$ cat config.mk
export PLATFORM = sky130hd
export DESIGN_NAME = pgcr_global_cfg
export DESIGN_NICKNAME = d
export VERILOG_FILES = /design/src/include/pgcr_pkg.sv /design/src/core/pgcr_slow_tick.sv /design/src/core/pgcr_global_cfg.sv
export SDC_FILE = /design/constraint.sdc
export NUM_CORES = 1
export LEC_CHECK = 0
export BUFFER_PORTS_ARGS = -buffer_cell sky130_fd_sc_hd__buf_2
export CORE_ASPECT_RATIO = 1.75
export CORE_MARGIN = 10
export CORE_UTILIZATION = 28
export DETAILED_ROUTE_END_ITERATION = 6
export SYNTH_ARGS = -nofsm -noshare
export SYNTH_HDL_FRONTEND = slang
export SYNTH_SLANG_ARGS = --single-unit
$ cat constraint.sdc
create_clock -name clk_sys_i -period 6.38 [get_ports clk_sys_i]
set_input_delay 1.276 -clock clk_sys_i [delete_from_list [all_inputs] [get_ports clk_sys_i]]
set_output_delay 1.276 -clock clk_sys_i [all_outputs]
set_load 0.02 [all_outputs]
$ cat src/include/pgcr_pkg.sv
// Package: offsets, field positions, reset values and timing for the global config registers
package pgcr_pkg;
	// ************************************************************
	// Register map
	// ************************************************************
	localparam logic [7:0] PGCR_ADDR_CFG0  = 8'h16;
	localparam logic [7:0] PGCR_ADDR_CFG1  = 8'h17;
	localparam logic [7:0] PGCR_RESET_CFG0 = 8'h18;
	localparam logic [7:0] PGCR_RESET_CFG1 = 8'h00;

	// ************************************************************
	// Field positions, config 0
	// ************************************************************
	localparam int PGCR_B_BLEED_DIS   = 7;
	localparam int PGCR_B_LPR_OVR_EN  = 6;
	localparam int PGCR_B_LPR_OVR_VAL = 5;
	localparam int PGCR_B_LPR_TMR_EN  = 4;
	localparam int PGCR_B_BO_TMR_EN   = 3;
	localparam int PGCR_B_WAKE_DIS    = 2;
	localparam int PGCR_B_OFF_KEEP    = 1;
	localparam int PGCR_B_OFF_FULL    = 0;

	// ************************************************************
	// Field positions, config 1
	// ************************************************************
	localparam int PGCR_B_CFG1_RSVD   = 7;
	localparam int PGCR_B_EREG2_OVR   = 6;
	localparam int PGCR_B_THR_LSB     = 2;
	localparam int PGCR_B_HYS_LSB     = 0;

	// Software power-off codes, {keep_regs, full_reset}
	localparam logic [1:0] PGCR_OFF_NONE = 2'h0;
	localparam logic [1:0] PGCR_OFF_FULL = 2'h1;
	localparam logic [1:0] PGCR_OFF_KEEP = 2'h2;

	// ************************************************************
	// Thresholds in millivolts
	// ************************************************************
	localparam logic [12:0] PGCR_THR_BASE_MV = 13'd2650;
	localparam logic [12:0] PGCR_THR_STEP_MV = 13'd100;
	localparam logic [12:0] PGCR_HYS_BASE_MV = 13'd150;
	localparam logic [12:0] PGCR_HYS_STEP_MV = 13'd50;

	// ************************************************************
	// Timing
	// ************************************************************
	localparam int PGCR_CLK_HZ        = 100_000_000;
	localparam int PGCR_SLOW_HZ       = 31_500;
	localparam int PGCR_SLOW_DIV      = PGCR_CLK_HZ / PGCR_SLOW_HZ;
	localparam int PGCR_REL_DELAY_MS  = 20;
	// Least time: rounded up to whole slow ticks
	localparam int PGCR_REL_TICKS     = (PGCR_REL_DELAY_MS * PGCR_SLOW_HZ + 999) / 1000;
	localparam int PGCR_DEBOUNCE_TICKS = 2;
endpackage : pgcr_pkg

$ cat src/core/pgcr_slow_tick.sv
// Divider producing the slow internal clock enable pulse
module pgcr_slow_tick
	import pgcr_pkg::*;
(
	input  wire logic clk_sys_i,
	input  wire logic reset_i,
	output logic      tick_o
);
	logic [15:0] cnt_ff;
	logic [15:0] nxt_cnt;
	wire         wrap = (cnt_ff == 16'(PGCR_SLOW_DIV - 1));

	// Count up one slow period
	assign nxt_cnt = wrap ? 16'h0 : cnt_ff + 16'h1;
	assign tick_o  = wrap;

	// ************************************************************
	// Counter
	// ************************************************************
	always_ff @(posedge clk_sys_i) begin
		if (reset_i) cnt_ff <= 16'h0;
		else         cnt_ff <= nxt_cnt;
	end
endmodule // pgcr_slow_tick

$ cat src/core/pgcr_global_cfg.sv
// Global configuration registers 0 and 1 with low-power request control
// Notes on behaviour
// Bleed disable bit 0 keeps bleed on in deep sleep; 1 turns it off.
// Override enable 0: control logic drives request; 1: register drives it. Code honours the override only while slave_mode_i is high.
// Under override, value 0 pulls request low, value 1 releases it high.
// Release timer 0 deasserts at exit start; 1 deasserts 20ms later.
// Request falls one slow tick after debounced falling edge of mode input.
// Brownout timer bit 0: brownout state held until recovery or power-down.
// Brownout timer bit 1: leave brownout on timer expiry or power-down.
// Wake disable 1 keeps device off even above reset threshold.
// Power-off code 01 full reset, 10 keep registers, 00 nothing.
// Power-off bits are write-only and self-clearing.
// Regulator-2 override 1: output follows mode bits, pull-up forced off.
// Reset threshold code maps 2650mV plus 100mV per step.
// Hysteresis code maps 150mV plus 50mV per step.
// Software writes zero to reserved bit 7 and ignores its read.
// Any power-off bit written 1 sets flag; flag clears on read.
// Power-off code 11 does nothing. Code starts no action for it but still sets the flag.
module pgcr_global_cfg
	import pgcr_pkg::*;
(
	input  wire logic        clk_sys_i,
	input  wire logic        reset_i,
	input  wire logic        reg_wr_i,
	input  wire logic        reg_rd_i,
	input  wire logic [7:0]  reg_addr_i,
	input  wire logic [7:0]  reg_wdata_i,
	output logic      [7:0]  reg_rdata_o,
	input  wire logic        flag_rd_i,
	output logic             soft_off_flag_o,
	output logic             soft_off_full_reset_o,
	output logic             soft_off_keep_regs_o,
	input  wire logic        slave_mode_i,
	input  wire logic        lowpower_mode_in_i,
	input  wire logic        deep_sleep_state_i,
	input  wire logic        sleep_exit_start_i,
	input  wire logic        control_logic_lpreq_i,
	output logic             lowpower_request_out_o,
	output logic             lowpower_request_oe_o,
	output logic             bleed_enable_o,
	output logic             bleed_cmp_enable_o,
	input  wire logic        brownout_state_i,
	input  wire logic        sys_above_bo_rise_i,
	input  wire logic        power_down_cond_i,
	input  wire logic        brownout_timer_expired_i,
	output logic             brownout_exit_o,
	output logic             brownout_start_pd_o,
	input  wire logic        sys_above_reset_i,
	input  wire logic        off_state_i,
	output logic             power_up_start_o,
	input  wire logic        control_logic_ereg2_i,
	input  wire logic [1:0]  operating_mode_bits_i,
	output logic             ext_reg2_enable_out_o,
	output logic             ext_reg2_pullup_en_o,
	output logic      [12:0] sys_reset_threshold_mv_o,
	output logic      [12:0] sys_reset_hysteresis_mv_o
);
	// ************************************************************
	// Storage and decode
	// ************************************************************
	logic [7:0] cfg0_ff;
	logic [7:0] cfg1_ff;
	logic [7:0] nxt_cfg0;
	logic [7:0] nxt_cfg1;
	logic       flag_ff;
	logic       full_ff;
	logic       keep_ff;

	wire        wr_cfg0 = reg_wr_i && (reg_addr_i == PGCR_ADDR_CFG0);
	wire        wr_cfg1 = reg_wr_i && (reg_addr_i == PGCR_ADDR_CFG1);
	wire  [1:0] off_code = {reg_wdata_i[PGCR_B_OFF_KEEP], reg_wdata_i[PGCR_B_OFF_FULL]};
	wire        off_wr   = wr_cfg0 && (off_code != PGCR_OFF_NONE);

	// Power-off bits never stored: they only pulse the action
	assign nxt_cfg0 = wr_cfg0 ? {reg_wdata_i[7:2], 2'h0} : cfg0_ff;
	assign nxt_cfg1 = wr_cfg1 ? reg_wdata_i : cfg1_ff;

	// Reads: power-off bits return zero; reserved bit returned as stored
	assign reg_rdata_o = (reg_addr_i == PGCR_ADDR_CFG0) ? cfg0_ff :
	                     (reg_addr_i == PGCR_ADDR_CFG1) ? cfg1_ff : 8'h00;

	// ************************************************************
	// Registers
	// ************************************************************
	always_ff @(posedge clk_sys_i) begin
		if (reset_i) begin
			cfg0_ff <= PGCR_RESET_CFG0;
			cfg1_ff <= PGCR_RESET_CFG1;
		end else begin
			cfg0_ff <= nxt_cfg0;
			cfg1_ff <= nxt_cfg1;
		end
	end

	// ************************************************************
	// Software power-off
	// ************************************************************
	// Code 11 is undefined, so it starts nothing
	wire go_full = wr_cfg0 && (off_code == PGCR_OFF_FULL);
	wire go_keep = wr_cfg0 && (off_code == PGCR_OFF_KEEP);

	// One-cycle action pulses, then cleared
	always_ff @(posedge clk_sys_i) begin
		if (reset_i) begin
			full_ff <= 1'b0;
			keep_ff <= 1'b0;
		end else begin
			full_ff <= go_full;
			keep_ff <= go_keep;
		end
	end
	assign soft_off_full_reset_o = full_ff;
	assign soft_off_keep_regs_o  = keep_ff;

	// Flag: set wins over clear-on-read, so no write is lost
	always_ff @(posedge clk_sys_i) begin
		if (reset_i)        flag_ff <= 1'b0;
		else if (off_wr)    flag_ff <= 1'b1;
		else if (flag_rd_i) flag_ff <= 1'b0;
	end
	assign soft_off_flag_o = flag_ff;

	// ************************************************************
	// Bleed and on/off steering
	// ************************************************************
	wire bleed_dis = cfg0_ff[PGCR_B_BLEED_DIS];
	assign bleed_enable_o     = deep_sleep_state_i && !bleed_dis;
	assign bleed_cmp_enable_o = sleep_exit_start_i && !bleed_dis;

	wire bo_tmr = cfg0_ff[PGCR_B_BO_TMR_EN];
	// Timer expiry only counts when the timer is enabled
	assign brownout_exit_o     = brownout_state_i && sys_above_bo_rise_i
	                             && !power_down_cond_i;
	assign brownout_start_pd_o = brownout_state_i && (power_down_cond_i
	                             || (bo_tmr && brownout_timer_expired_i));

	assign power_up_start_o = off_state_i && sys_above_reset_i
	                          && !cfg0_ff[PGCR_B_WAKE_DIS];

	// ************************************************************
	// Regulator 2 enable
	// ************************************************************
	wire ereg2_ovr = cfg1_ff[PGCR_B_EREG2_OVR];
	assign ext_reg2_enable_out_o = ereg2_ovr ? (operating_mode_bits_i != 2'h0)
	                                         : control_logic_ereg2_i;
	assign ext_reg2_pullup_en_o  = !ereg2_ovr;

	// ************************************************************
	// Threshold decode
	// ************************************************************
	wire [3:0] thr_code = cfg1_ff[PGCR_B_THR_LSB +: 4];
	wire [1:0] hys_code = cfg1_ff[PGCR_B_HYS_LSB +: 2];
	assign sys_reset_threshold_mv_o  = PGCR_THR_BASE_MV
	                                   + 13'(thr_code) * PGCR_THR_STEP_MV;
	assign sys_reset_hysteresis_mv_o = PGCR_HYS_BASE_MV
	                                   + 13'(hys_code) * PGCR_HYS_STEP_MV;

	// ************************************************************
	// Low-power request
	// ************************************************************
	logic        tick;
	logic [1:0]  mode_sh_ff;
	logic        mode_db_ff;
	logic        fall_pend_ff;
	logic        req_ff;
	logic        rel_pend_ff;
	logic [10:0] rel_cnt_ff;

	pgcr_slow_tick u_tick (
		.clk_sys_i (clk_sys_i),
		.reset_i   (reset_i),
		.tick_o    (tick)
	);

	// Debounce: input must agree on consecutive slow ticks
	wire mode_stable = (mode_sh_ff[0] == lowpower_mode_in_i) && (mode_sh_ff[1] == mode_sh_ff[0]);
	wire db_fall     = tick && mode_stable && mode_db_ff && !lowpower_mode_in_i;
	wire tmr_en      = cfg0_ff[PGCR_B_LPR_TMR_EN];
	wire rel_done    = rel_pend_ff && tick && (rel_cnt_ff == 11'(PGCR_REL_TICKS - 1));

	always_ff @(posedge clk_sys_i) begin
		if (reset_i) begin
			// Start at the pin's idle high level, so no false edge follows reset
			mode_sh_ff <= 2'h3;
			mode_db_ff <= 1'b1;
		end else if (tick) begin
			mode_sh_ff <= {mode_sh_ff[0], lowpower_mode_in_i};
			if (mode_stable) mode_db_ff <= lowpower_mode_in_i;
		end
	end

	// Falling edge lowers the request on the following slow tick
	always_ff @(posedge clk_sys_i) begin
		if (reset_i)                    fall_pend_ff <= 1'b0;
		else if (db_fall)               fall_pend_ff <= 1'b1;
		else if (tick)                  fall_pend_ff <= 1'b0;
	end

	// Release timer counts slow ticks from the exit flow start
	always_ff @(posedge clk_sys_i) begin
		if (reset_i) begin
			rel_pend_ff <= 1'b0;
			rel_cnt_ff  <= 11'h0;
		end else if (sleep_exit_start_i && tmr_en) begin
			rel_pend_ff <= 1'b1;
			rel_cnt_ff  <= 11'h0;
		end else if (rel_done) begin
			rel_pend_ff <= 1'b0;
		end else if (rel_pend_ff && tick) begin
			rel_cnt_ff  <= rel_cnt_ff + 11'h1;
		end
	end

	// Request level: low asks for low power, high is released (deasserted)
	// Only the exit flow releases it, so a rising mode pin cannot cut the timer short
	always_ff @(posedge clk_sys_i) begin
		if (reset_i)                               req_ff <= 1'b1;
		else if (fall_pend_ff && tick)             req_ff <= 1'b0;
		else if (sleep_exit_start_i && !tmr_en)    req_ff <= 1'b1;
		else if (rel_done)                         req_ff <= 1'b1;
	end

	// Override only honoured in slave operation
	wire ovr_on   = cfg0_ff[PGCR_B_LPR_OVR_EN] && slave_mode_i;
	wire pin_high = ovr_on ? cfg0_ff[PGCR_B_LPR_OVR_VAL]
	                       : (req_ff && control_logic_lpreq_i);
	// Open drain: drive only when pulling low
	assign lowpower_request_out_o = 1'b0;
	assign lowpower_request_oe_o  = !pin_high;
endmodule // pgcr_global_cfg

Word-level counts from Yosys, hierarchy flattened
Cells that the tools add are included.
{"block": "classes", "add_sub_neg": 4, "n_mux": 13, "n_mul": 2, "eq_ne": 8, "reduce_logical": 42, "bitwise_logic": 1}
{"cell": "1-bit logical AND", "count": 24}
{"cell": "16-bit by 1-bit adder with 16-bit output, second input constant", "count": 1}
{"cell": "16-bit by 12-bit equality test with 1-bit output, second input constant", "count": 1}
{"cell": "8-bit by 5-bit equality test with 1-bit output, second input constant", "count": 2}
{"cell": "8-bit two-way mux", "count": 2}
{"cell": "12-bit by 11-bit adder with 13-bit output, first input constant", "count": 1}
{"cell": "11-bit by 1-bit adder with 11-bit output, second input constant", "count": 1}
{"cell": "11-bit by 10-bit equality test with 1-bit output, second input constant", "count": 1}
{"cell": "1-bit two-way mux", "count": 11}
{"cell": "2-bit nonzero test", "count": 5}
{"cell": "8-bit by 8-bit adder with 9-bit output, first input constant", "count": 1}
{"cell": "4-bit by 5-bit multiplier with 9-bit output, second input constant", "count": 1}
{"cell": "1-bit zero test", "count": 7}
{"cell": "2-bit by 5-bit multiplier with 7-bit output, second input constant", "count": 1}
{"cell": "2-bit AND reduction", "count": 2}
{"cell": "2-bit OR reduction", "count": 2}
{"cell": "3-bit nonzero test", "count": 1}
{"cell": "1-bit equality test", "count": 2}
{"cell": "2-bit by 1-bit equality test with 1-bit output, second input constant", "count": 1}
{"cell": "2-bit equality test, second input constant", "count": 1}
{"cell": "1-bit logical OR", "count": 1}
{"cell": "1-bit NOT", "count": 1}
{"block": "totals", "ff_bits": 50, "input_bits": 35}

Longest topological paths before layout
Gate-level depths: netlist (run 1).
{"block": "logic_depth", "ltp_word": 6, "depth_mapped": 8}

Modules after synthesis
A second synthesis (run 1) with hierarchy kept.
{"block": "hier_totals", "cells_unflattened": 344, "area_unflattened_um2": 2839.0}
{"mod": "pgcr_global_cfg", "instances": 1, "cells_per_inst": 255, "seq_area_each_um2": 680.7, "area_each_um2": 2074.5}
{"mod": "pgcr_slow_tick", "instances": 1, "cells_per_inst": 89, "seq_area_each_um2": 320.3, "area_each_um2": 764.5}

Least setup slack after synthesis (run 1)
Ideal clock, no wire load.
{"block": "synth_timing", "path_kind": "input port to output port", "start": "in reg_addr_i[5]", "end": "out reg_rdata_o[2]", "cell_stages": 5, "n_path_buf": 2, "path_slack_ns": 2.679, "t_arrival_ns": 2.425, "required_ns": 5.104, "cell_sequence": "nor3b_1 -> and3_1 -> clkbuf_1 -> buf_2 -> a22o_1"}
{"block": "synth_between", "elab_chain_len": 3, "word_cells_on_any_way": 4}
{"item": "start, declared", "line": "pgcr_global_cfg.sv:26", "rtl": "input wire logic [7:0] reg_addr_i,"}
{"item": "8-bit by 5-bit equality test with 1-bit output", "line": "pgcr_global_cfg.sv:80", "rtl": "(reg_addr_i == PGCR_ADDR_CFG1) ? cfg1_ff : 8'h00;"}
{"item": "8-bit two-way mux", "line": "pgcr_global_cfg.sv:80"}
{"item": "8-bit two-way mux *", "line": "pgcr_global_cfg.sv:79", "rtl": "assign reg_rdata_o = (reg_addr_i == PGCR_ADDR_CFG0) ? cfg0_ff :"}
{"item": "end, declared", "line": "pgcr_global_cfg.sv:28", "rtl": "output logic [7:0] reg_rdata_o,"}
Mark *: on every way between the ends. The rest lies on a longest branch, timed or not.

Worst setup path in the final report (run 1)
{"block": "layout_timing", "start": "in reg_addr_i[5]", "end": "out reg_rdata_o[7]"}
The elaborated chain is that of the path after synthesis.

==> metrics.md, run 1 <==
| Metric | Value |
|---|---|
| Status | finished clean |
| N_diodes | 0 |
| Synth warn | 0 |
| Lkg Pwr | 1.45 nW |
| Final ANT Viol Nets | 0 |
| GRT Resource Usage Total | 9.51% |
| Vias in the first global route | 2576 |
| Setup violators final | 0 |
| Top-area cell type share of the netlist area | 34.8% |
| PostCTS Resize Cnt | 0 |
| Syn Area/Cell | 8.48 sq um |
| GRT overflow | 0 |
| Initial Utilization | 28.8% |
| Max Cap Viol | 0 |
| PortBufs | 71 |
| Most common cell in the netlist | dfxtp_1 |
| Hold Slack | 0.450 ns |
| Combinational power share | 6.5% |
| Hold buffer count at cts | 0 |
| CTS tree | done |
| Die height | 154 um |
| Core ar. | 0.00997 sq mm |
| Sw Ratio | 21.6% |
| Num ports | 81 |
| Max VDD drop | 119 uV |
| Num CTS Buffers | 5 |
| Clock power share | 42.2% |
| Clk pin slew, worst setup/hold paths | 0.06 ns |
| Power Internal | 485 uW |
| Largest area contributor in the netlist | dfxtp_1 |
| Die ar. | 0.0149 sq mm |
| Clock Latency Late Sink | 0.28 ns |
| Seq pwr share | 51.3% |
| Critical Path AT | 2.71 ns |
| Worst-Margin Slew | 0.591 ns |
| # rows | 48 |
| Initial antenna violation count | 0 |
| Power Dens Cells | 181 mW/mm^2 |
| Synth Flop Type | dfxtp_1 |
| H-tree depth | 2 |
| DP HPWL | 5.76 mm |
| Sequential area share after synthesis | 34.8% |
| RSZ-0062 raised after global routing | no |
| Placed cell count | 519 |
| Share of cells above drive strength 1 | 20.9% |
| Crit Path Class | in2out |
| Count of cell types in the netlist | 48 |
| DRC Markers | 0 |
| Number of vias per cell | 5.02 |
| Commonest cells post-synth | dfxtp_1 (50), nand2_1 (32), a21oi_1 (31) |
| Setup repair bufs after CTS | 0 |
| Via count | 2644 |
| Total Power | 619 uW |
| Initial DRC Count | 108 |
| Crit end category | output port |
| WL/cell | 13.5 um |
| Crit path cell chain | buf_2 -> nor3b_1 -> and3_1 -> a22o_1 -> buf_2 |
| Slowest cell on crit path | and3_1 |
| Final WL | 7.10 mm |
| Number of synthesized flops with an enable pin | 0 |
| Sum Neg Setup Slack | 0 ns |
| Final Non-Filler Cells | 527 |
| TritonRoute pass-1 iters | 5 |
| Crit path launch type | input pin |
| Max Clk Rate | 251 MHz |
| Clock Sinks | 50 |
| CP most frequent cell | buf_2 |
| Sw power | 134 uW |
| Fin Clk Skew | 0.00281 ns |
| Slew headroom | 60.4% |
| Seq cells post-synth | 50 |
| Final Hold Viols | 0 |
| GPL Wtd Cong | 0.841 |
| Clock Path Buffers | 2 |
| Hold crit path type | reg2reg |
| Pin count of the biggest net entering global routing | 24 |
| First-pass GRT wire length | 11.6 mm |
| Fin crit period | 3.98 ns |
| Area grow syn2layout | 19.1% |
| Post-Syn Area | 0.00287 sq mm |
| Final Max Tran Viols | 0 |
| Crit path max fanout | 16 |
| Req. time, crit path | 5.10 ns |
| Top cells by area, synth | dfxtp_1 (35%), ha_1 (7.4%), a21oi_1 (5.4%) |
| Fin crit share | 62.5% |
| Root Buffer | clkbuf_16 |
| Nets | 454 |
| Die X | 96.6 um |
| Ys async rst share | 0% |
| Mapped Cells | 339 |
| Critical path's largest stage delay | 0.58 ns |
## cells by family after synthesis
| kind of cell | share of synthesized area, % |
|---|---|
| flip-flops | 34.8 |
| other | 0.261 |
| buffers and inverters | 7.01 |
| AND/OR/NAND/NOR | 28.3 |
| adder cells (fa/ha/maj) | 8.10 |
| multiplexers | 2.09 |
| XOR/XNOR | 5.79 |
| AO/OA/AOI/OAI | 13.6 |
## path summary, 6_finish.rpt
kind | from | end | slack [ns] | depth (start not counted)
min reg2reg | fall_pend_ff | fall_pend_ff | 0.45 | 2
min | fall_pend_ff | fall_pend_ff | 0.45 | 2
max reg2reg | u_tick.cnt_ff[0] | rel_cnt_ff[10] | 4.17 | 5
max | reg_addr_i[5] | reg_rdata_o[7] | 2.40 | 5
## stage by stage
step,setup slack (ns),area [sq um],utilization [%]
after global routing,2.27,3420,34.3
final,2.40,3420,34.3
after CTS,2.39,3420,34.3
after global placement,2.44,3270,32.8
after detailed placement,2.41,3270,32.8
after floorplan,2.68,2900,-
## cells in the final DEF (no fill, tap or decap), drive strengths merged, types with 6 or more instances in the layout
master / instances
xor2: 9
nand4: 15
inv: 18
o31ai: 8
nand2: 32
nor2: 25
ha: 17
dfxtp: 50
nand3: 16
o21ai: 7
mux2i: 6
clkbuf: 7
conb: 8
buf: 71
xnor2: 10
a21oi: 31
or4: 9
a22o: 6
## flip-flops by register name (all words and copies together) (netlist names)
signal	count
cfg1_ff	8
soft_off_flag_o	1
mode_db_ff	1
req_ff	1
soft_off_full_reset_o	1
cfg0_ff	6
fall_pend_ff	1
rel_pend_ff	1
rel_cnt_ff	11
u_tick.cnt_ff	16
soft_off_keep_regs_o	1
mode_sh_ff	2
## worst max-delay path: cells and delay by family
kind	cells	cell delay, ns
buffers and inverters	2	0.26
AOI/OAI and AO/OA	1	0.21
and+or+nand+nor	2	0.95
## power by group through the flow
| stage | clock, mW | sequential, mW | combinational [mW] |
|---|---|---|---|
| global route | 0.283 | 0.318 | 0.0452 |
| floorplan | 0 | 0.323 | 0.0279 |
| detailed placement | 0 | 0.324 | 0.0404 |
| global placement | 0 | 0.324 | 0.0399 |
| finish | 0.261 | 0.317 | 0.0401 |
| CTS | 0.273 | 0.317 | 0.0405 |
## final cells by class
cell class / instances / area [sq um]
tap: 125 / 156
sequential: 50 / 1000
clock inverter: 1 / 5.00
timing repair buffer: 71 / 355
inverter: 18 / 67.6
fill: 1067 / 6550
multi-input combinational: 255 / 1690
clock buffer: 7 / 143
## layer usage
layer / routed length, um / track usage, %
met2: 3840 / 18.3
met1: 2490 / 8.74
met5: 0 / 0
met3: 636 / 2.29
met4: 138 / 4.24
(Power assumes the default switching activity.)
==> run 2: changes to the inputs <==
clock period = 3.4 ns   (was 6.38 ns; I/O delays follow)
==> run 2 against run 1 <==
  * Utilization rose by 0.29 points
  * Design area is 0.84% higher
  * Total power increased by 100%
  * Routed wire length rose by 2.0%
  * First-iteration DRC count up 9.3%
  * Cell count decreased by 0.19%
  * Critical endpoint is now sys_reset_threshold_mv_o[10]
  * Highest routed layer unchanged
==> metrics.md, run 2 (synthesis gave the netlist of run 1 again) <==
| Metric | Value |
|---|---|
| TritonRoute pass-1 iters | 4 (was 5) |
| Via count | 2597 (was 2644) |
| Metal-1 WL | 2.61 mm (was 2.49 mm) |
| Critical Path AT | 2.48 ns (was 2.71 ns) |
| Hold buffer count at cts | 0 (unchanged) |
| Slowest cell on crit path | dfxtp_1 (was and3_1) |
| Crit Path Class | reg2out (was in2out) |
| Routed wire length on met3 | 619 um (was 636 um) |
| Share of cells above drive strength 1 | 21.2% (was 20.9%) |
| Fin Clk Skew | 0.00651 ns (was 0.00281 ns) |
| Initial DRC Count | 118 (was 108) |
| Filler cell count | 1074 (was 1067) |
| Clock power share | 45.8% (was 42.2%) |
| CTS tree | done (unchanged) |
| CP most frequent cell | ha_1 (was buf_2) |
| RSZ-0062 raised after global routing | no (unchanged) |
| Crit end category | output port (unchanged) |
| Seq pwr share | 48.0% (was 51.3%) |
| Setup violators final | 0 (unchanged) |
| Fin crit share | 93.1% |
| Buf+Inv Stages, Crit Path | 3 (was 2) |
| H-tree depth | 2 (unchanged) |
| Max reg flops | 16 (unchanged) |
| Worst-Margin Slew | 0.606 ns (was 0.591 ns) |
| Hold Slack | 0.454 ns (was 0.450 ns) |
| Post-layout instance area | 0.00345 sq mm (was 0.00342 sq mm) |
| Hold crit path type | reg2reg (unchanged) |
| Final ANT Viol Nets | 0 (unchanged) |
| DP HPWL | 5.81 mm (was 5.76 mm) |
| Final Max Tran Viols | 0 (unchanged) |
| Cell family with most CP delay | adder cells (was simple AND/OR/NAND/NOR gates) |
| Root Buffer | clkbuf_16 (unchanged) |
| Crit path launch type | flip-flop (was input pin) |
| WL/cell | 13.8 um (was 13.5 um) |
| Largest Register | u_tick.cnt_ff (unchanged) |
| Max Clk Rate | 316 MHz |
| PostCTS Resize Cnt | 0 (unchanged) |
| Status | finished clean (unchanged) |
| Die height | 154 um (unchanged) |
| Initial antenna violation count | 0 (unchanged) |
| Vias in the first global route | 2529 (was 2576) |
| DRC Markers | 0 (unchanged) |
| Max VDD drop | 253 uV (was 119 uV) |
| Die X | 96.6 um (unchanged) |
| Combinational power share | 6.1% (was 6.5%) |
| Final WL | 7.25 mm (was 7.10 mm) |
| Max Cap Viol | 0 (unchanged) |
| Final Hold Viols | 0 (unchanged) |
| Crit path max fanout | 6 (was 16) |
| Critical path's largest stage delay | 0.43 ns (was 0.58 ns) |
| Setup repair bufs after CTS | 0 (unchanged) |
| Num ports | 81 (unchanged) |
| Fin crit period | 3.16 ns |
| Initial Utilization | 28.8% (unchanged) |
| Req. time, crit path | 2.72 ns (was 5.10 ns) |
| Slew headroom | 59.4% (was 60.4%) |
| Power Dens Cells | 359 mW/mm^2 (was 181 mW/mm^2) |
| PortBufs | 71 (unchanged) |
| Placed Instance Area | 0.00327 sq mm (unchanged) |
| # rows | 48 (unchanged) |
| Num CTS Buffers | 5 (unchanged) |
| Clk pin slew, worst setup/hold paths | 0.07 ns (was 0.06 ns) |
| Crit path cell chain | inv_1 -> ha_1 -> inv_1 -> ha_1 -> ha_1 -> or3_1 -> nand3_1 -> xor2_1 -> buf_2 (was buf_2 -> nor3b_1 -> and3_1 -> a22o_1 -> buf_2) |
| Top Layer Used | met4 (unchanged) |
| GRT overflow | 0 (unchanged) |
| Clock Latency Late Sink | 0.29 ns (was 0.28 ns) |
| Lkg Pwr | 1.46 nW (was 1.45 nW) |
| Commonest non-fill, non-tap cell in the layout | buf_2 (unchanged) |
| N_diodes | 0 (unchanged) |
| Clock Sinks | 50 (unchanged) |
| GRT Resource Usage Total | 9.47% (was 9.51%) |
| Area grow syn2layout | 20.1% (was 19.1%) |
| Core ar. | 0.00997 sq mm (unchanged) |
| Number of vias per cell | 4.94 (was 5.02) |
| Nets | 454 (unchanged) |
| Die ar. | 0.0149 sq mm (unchanged) |
| Met2 routed WL | 3.89 mm (was 3.84 mm) |
| Power Internal | 982 uW (was 485 uW) |
| Sw power | 257 uW (was 134 uW) |
| Sum Neg Setup Slack | 0 ns (unchanged) |
| GPL Wtd Cong | 0.845 (was 0.841) |
| Top flop regs | u_tick.cnt_ff (16), rel_cnt_ff (11), cfg1_ff (8) (unchanged) |
| Pin count of the biggest net entering global routing | 24 (unchanged) |
| Sw Ratio | 20.8% (was 21.6%) |
| Commonest cells after routing, fill and taps aside | buf_2 (71), dfxtp_1 (50), nand2_1 (32), a21oi_1 (31), nor2_1 (25) (unchanged) |
| First-pass GRT wire length | 11.7 mm (was 11.6 mm) |
| Clock Path Buffers | 2 (unchanged) |
run 2: power by group through the flow:
stage	clock network [mW]	logic, mW	registers [mW]
final	0.568	0.0762	0.596
after global routing	0.604	0.0854	0.596
after CTS	0.587	0.0770	0.595
after detailed placement	0	0.0764	0.609
after global placement	0	0.0751	0.609
after floorplan	0	0.0524	0.606
run 2: final timing paths:
check | from | endpoint | slack (ns) | depth (start not counted)
worst max-delay path | cfg1_ff[4] | sys_reset_threshold_mv_o[10] | 0.24 | 9
worst min-delay path | fall_pend_ff | fall_pend_ff | 0.45 | 2
worst max register to register | u_tick.cnt_ff[0] | rel_cnt_ff[5] | 1.19 | 5
worst min register to register | fall_pend_ff | fall_pend_ff | 0.45 | 2
run 2: cell type report:
cell class	instances	area, sq um	share of cell area [%]
multi-input combinational	255	1700	49.3
sequential	50	1000	29.0
timing repair buffer	71	355	10.3
tap	125	156	4.53
clock buffer	6	139	4.02
inverter	18	67.6	1.96
clock inverter	1	30.0	0.870
run 2: metal layers:
layer  track usage (%)  vias to the layer above
met5                 0                        -
met4              3.34                        0
met3              2.15                       11
met2              18.1                       64
met1              9.28                     1197
li1                  -                     1325
run 2: per-stage QoR:
stage / setup WS, ns / power, mW / utilization [%] / cells
2_1_floorplan: 0.523 / 0.659 / - / 345
3_3_place_gp: 0.521 / 0.684 / 32.8 / 519
3_5_place_dp: 0.477 / 0.685 / 32.8 / 519
4_1_cts: 0.165 / 1.26 / 34.5 / 526
5_1_grt: 0.0571 / 1.29 / 34.6 / 526
6_report: 0.236 / 1.24 / 34.6 / 526
run 2: worst reg2reg max path: stages, from the launching register on:
cell	delay, ns
dfxtp_1	0.40
ha_1	0.21
nor4b_4	0.23
nand4_2	0.49
or4_1	0.67
a21oi_1	0.15
==> run 3: changes to the inputs <==
RECOVER_POWER = 100   (was not set)
==> run 3 against run 2 <==
  * Sequential share of layout area up 0.68 points
  * Worst hold slack about the same
  * Design area down 2.3%
  * Combinational power down 3.9%
  * Maximum frequency down 0.74%
  * Critical path type unchanged
  * Largest cell class unchanged
  * Largest power group unchanged
==> metrics.md, run 3 (synthesis gave the netlist of run 1 again) <==
| Metric | Value |
|---|---|
| Status | finished clean (unchanged) |
| Clock Sinks | 50 (unchanged) |
| Crit path max fanout | 6 (unchanged) |
| GRT Resource Usage Total | 9.47% (unchanged) |
| Final ANT Viol Nets | 0 (unchanged) |
| Clk pin slew, worst setup/hold paths | 0.07 ns (about the same) |
| Via count | 2607 (was 2597) |
| Sw Ratio | 20.8% (about the same) |
| TritonRoute pass-1 iters | 4 (unchanged) |
| Cell family with most CP delay | adder cells (unchanged) |
| Hold buffer count at cts | 0 (unchanged) |
| Slew headroom | 38.9% (was 59.4%) |
| Die X | 96.6 um (unchanged) |
| DRC Markers | 0 (unchanged) |
| Number of vias per cell | 4.96 (was 4.94) |
| Req. time, crit path | 2.72 ns (about the same) |
| Crit Path Class | reg2out (unchanged) |
| Clock power share | 45.9% (was 45.8%) |
| Final WS setup | 0.213 ns (was 0.236 ns) |
| GPL Wtd Cong | 0.845 (unchanged) |
| Fin crit period | 3.19 ns (was 3.16 ns) |
| First-pass GRT wire length | 11.7 mm (unchanged) |
| Area grow syn2layout | 17.3% (was 20.1%) |
| Hold crit path type | reg2reg (unchanged) |
| Die height | 154 um (unchanged) |
| Clock Path Buffers | 2 (unchanged) |
| Slowest cell on crit path | fa_1 (was dfxtp_1) |
| H-tree depth | 2 (unchanged) |
| PortBufs | 71 (unchanged) |
| Critical path's largest stage delay | 0.50 ns (was 0.43 ns) |
| Critical Path AT | 2.51 ns (was 2.48 ns) |
| Num ports | 81 (unchanged) |
| Lkg Pwr | 1.34 nW (was 1.46 nW) |
| Initial Utilization | 28.8% (unchanged) |
| Core ar. | 0.00997 sq mm (unchanged) |
| Crit path cell chain | inv_1 -> ha_1 -> fa_1 -> xor2_2 -> o211ai_1 -> nand3_1 -> nand2_1 -> clkbuf_1 (was inv_1 -> ha_1 -> inv_1 -> ha_1 -> ha_1 -> or3_1 -> nand3_1 -> xor2_1 -> buf_2) |
| Clock Latency Late Sink | 0.29 ns (about the same) |
| WL/cell | 13.9 um (was 13.8 um) |
| Final Hold Viols | 0 (unchanged) |
| Power Dens Cells | 367 mW/mm^2 (was 359 mW/mm^2) |
| Filler cell count | 1094 (was 1074) |
| N_diodes | 0 (unchanged) |
| # rows | 48 (unchanged) |
| Fin Clk Skew | 0.00690 ns (was 0.00651 ns) |
| CTS tree | done (unchanged) |
| Initial antenna violation count | 0 (unchanged) |
| Max VDD drop | 253 uV (about the same) |
| Worst-Margin Slew | 0.908 ns (was 0.606 ns) |
| Sw power | 258 uW (was 257 uW) |
| DP HPWL | 5.81 mm (unchanged) |
| Largest Register | u_tick.cnt_ff (unchanged) |
| Top flop regs | u_tick.cnt_ff (16), rel_cnt_ff (11), cfg1_ff (8) (unchanged) |
| Initial DRC Count | 130 (was 118) |
| Buf+Inv Stages, Crit Path | 2 (was 3) |
| Max Cap Viol | 0 (unchanged) |
| Vias in the first global route | 2529 (unchanged) |
| Share of cells above drive strength 1 | 12.0% (was 21.2%) |
| RSZ-0062 raised after global routing | no (unchanged) |
| Num CTS Buffers | 5 (unchanged) |
| Max Clk Rate | 314 MHz (was 316 MHz) |
| Crit end category | output port (unchanged) |
| Commonest cells after routing, fill and taps aside | dfxtp_1 (50), buf_2 (35), clkbuf_1 (34), nand2_1 (32), a21oi_1 (31) (was buf_2 (71), dfxtp_1 (50), nand2_1 (32), a21oi_1 (31), nor2_1 (25)) |
| Setup WS pre-CTS | 0.477 ns (unchanged) |
| Max reg flops | 16 (unchanged) |
| Root Buffer | clkbuf_16 (unchanged) |
| Fin crit share | 93.7% (was 93.1%) |
| Pin count of the biggest net entering global routing | 24 (unchanged) |
| Die ar. | 0.0149 sq mm (unchanged) |
| Final WL | 7.29 mm (was 7.25 mm) |
| Final Max Tran Viols | 0 (unchanged) |
| Commonest non-fill, non-tap cell in the layout | dfxtp_1 (was buf_2) |
| GRT overflow | 0 (unchanged) |
| Seq pwr share | 48.1% (was 48.0%) |
| Nets | 454 (unchanged) |
| Power Internal | 979 uW (was 982 uW) |
| Sum Neg Setup Slack | 0 ns (unchanged) |
| Combinational power share | 5.9% (was 6.1%) |
| Crit path launch type | flip-flop (unchanged) |
| Setup violators final | 0 (unchanged) |
run 3: cell types whose count changed in the layout (fill, tap and decap cells not counted), sizes merged:
cell | previous run | this run
buf | 71 | 35
clkbuf | 6 | 42
run 3: per-stage QoR:
stage               cells  hold slack [ns]  instance area (sq um)  power, mW  utilization (%)
floorplan             345            0.427                   2900      0.659                -
global placement      519            0.440                   3270      0.684             32.8
detailed placement    519            0.445                   3270      0.685             32.8
CTS                   526            0.452                   3440       1.26             34.5
global route          526            0.480                   3370       1.28             33.8
finish                526            0.454                   3370       1.24             33.8
run 3: layout make-up:
class | instances | area [sq um] | area share [%]
clock buffer | 6 | 139 | 4.12
clock inverter | 1 | 30.0 | 0.891
inverter | 18 | 67.6 | 2.00
multi-input combinational | 255 | 1670 | 49.4
sequential | 50 | 1000 | 29.7
tap | 125 | 156 | 4.64
timing repair buffer | 71 | 313 | 9.28
run 3: final timing paths:
check | startpoint | end | slack [ns] | cells after the start
setup / recovery | cfg1_ff[3] | sys_reset_threshold_mv_o[11] | 0.21 | 8
hold reg to reg | fall_pend_ff | fall_pend_ff | 0.45 | 2
hold / removal | fall_pend_ff | fall_pend_ff | 0.45 | 2
setup reg to reg | u_tick.cnt_ff[0] | u_tick.cnt_ff[4] | 0.69 | 5
run 3: what timing repair did:
action                                 CTS  global route
setup buffers                            0             0
resized for setup                        0             1
setup endpoints to repair                0             1
endpoints found under the hold margin    0             0
run 3: worst min-delay path: stages, from the launching register on:
cell and delay [ns]:
dfxtp_1 0.31, nand2_1 0.05, a21oi_1 0.05
run 3: power by group through the flow:
stage / Combinational [mW] / Clock, mW / Sequential [mW]
floorplan: 0.0524 / 0 / 0.606
global placement: 0.0751 / 0 / 0.609
detailed placement: 0.0764 / 0 / 0.609
CTS: 0.0770 / 0.587 / 0.595
global route: 0.0824 / 0.604 / 0.596
finish: 0.0732 / 0.568 / 0.596
run 3: metal layers:
metal	vias to the layer above	global-route usage (%)	wire, um
met2	68	18.1	3870
li1	1327	-	-
met1	1204	9.28	2640
met3	8	2.15	658
met4	0	3.34	125
met5	-	0	0
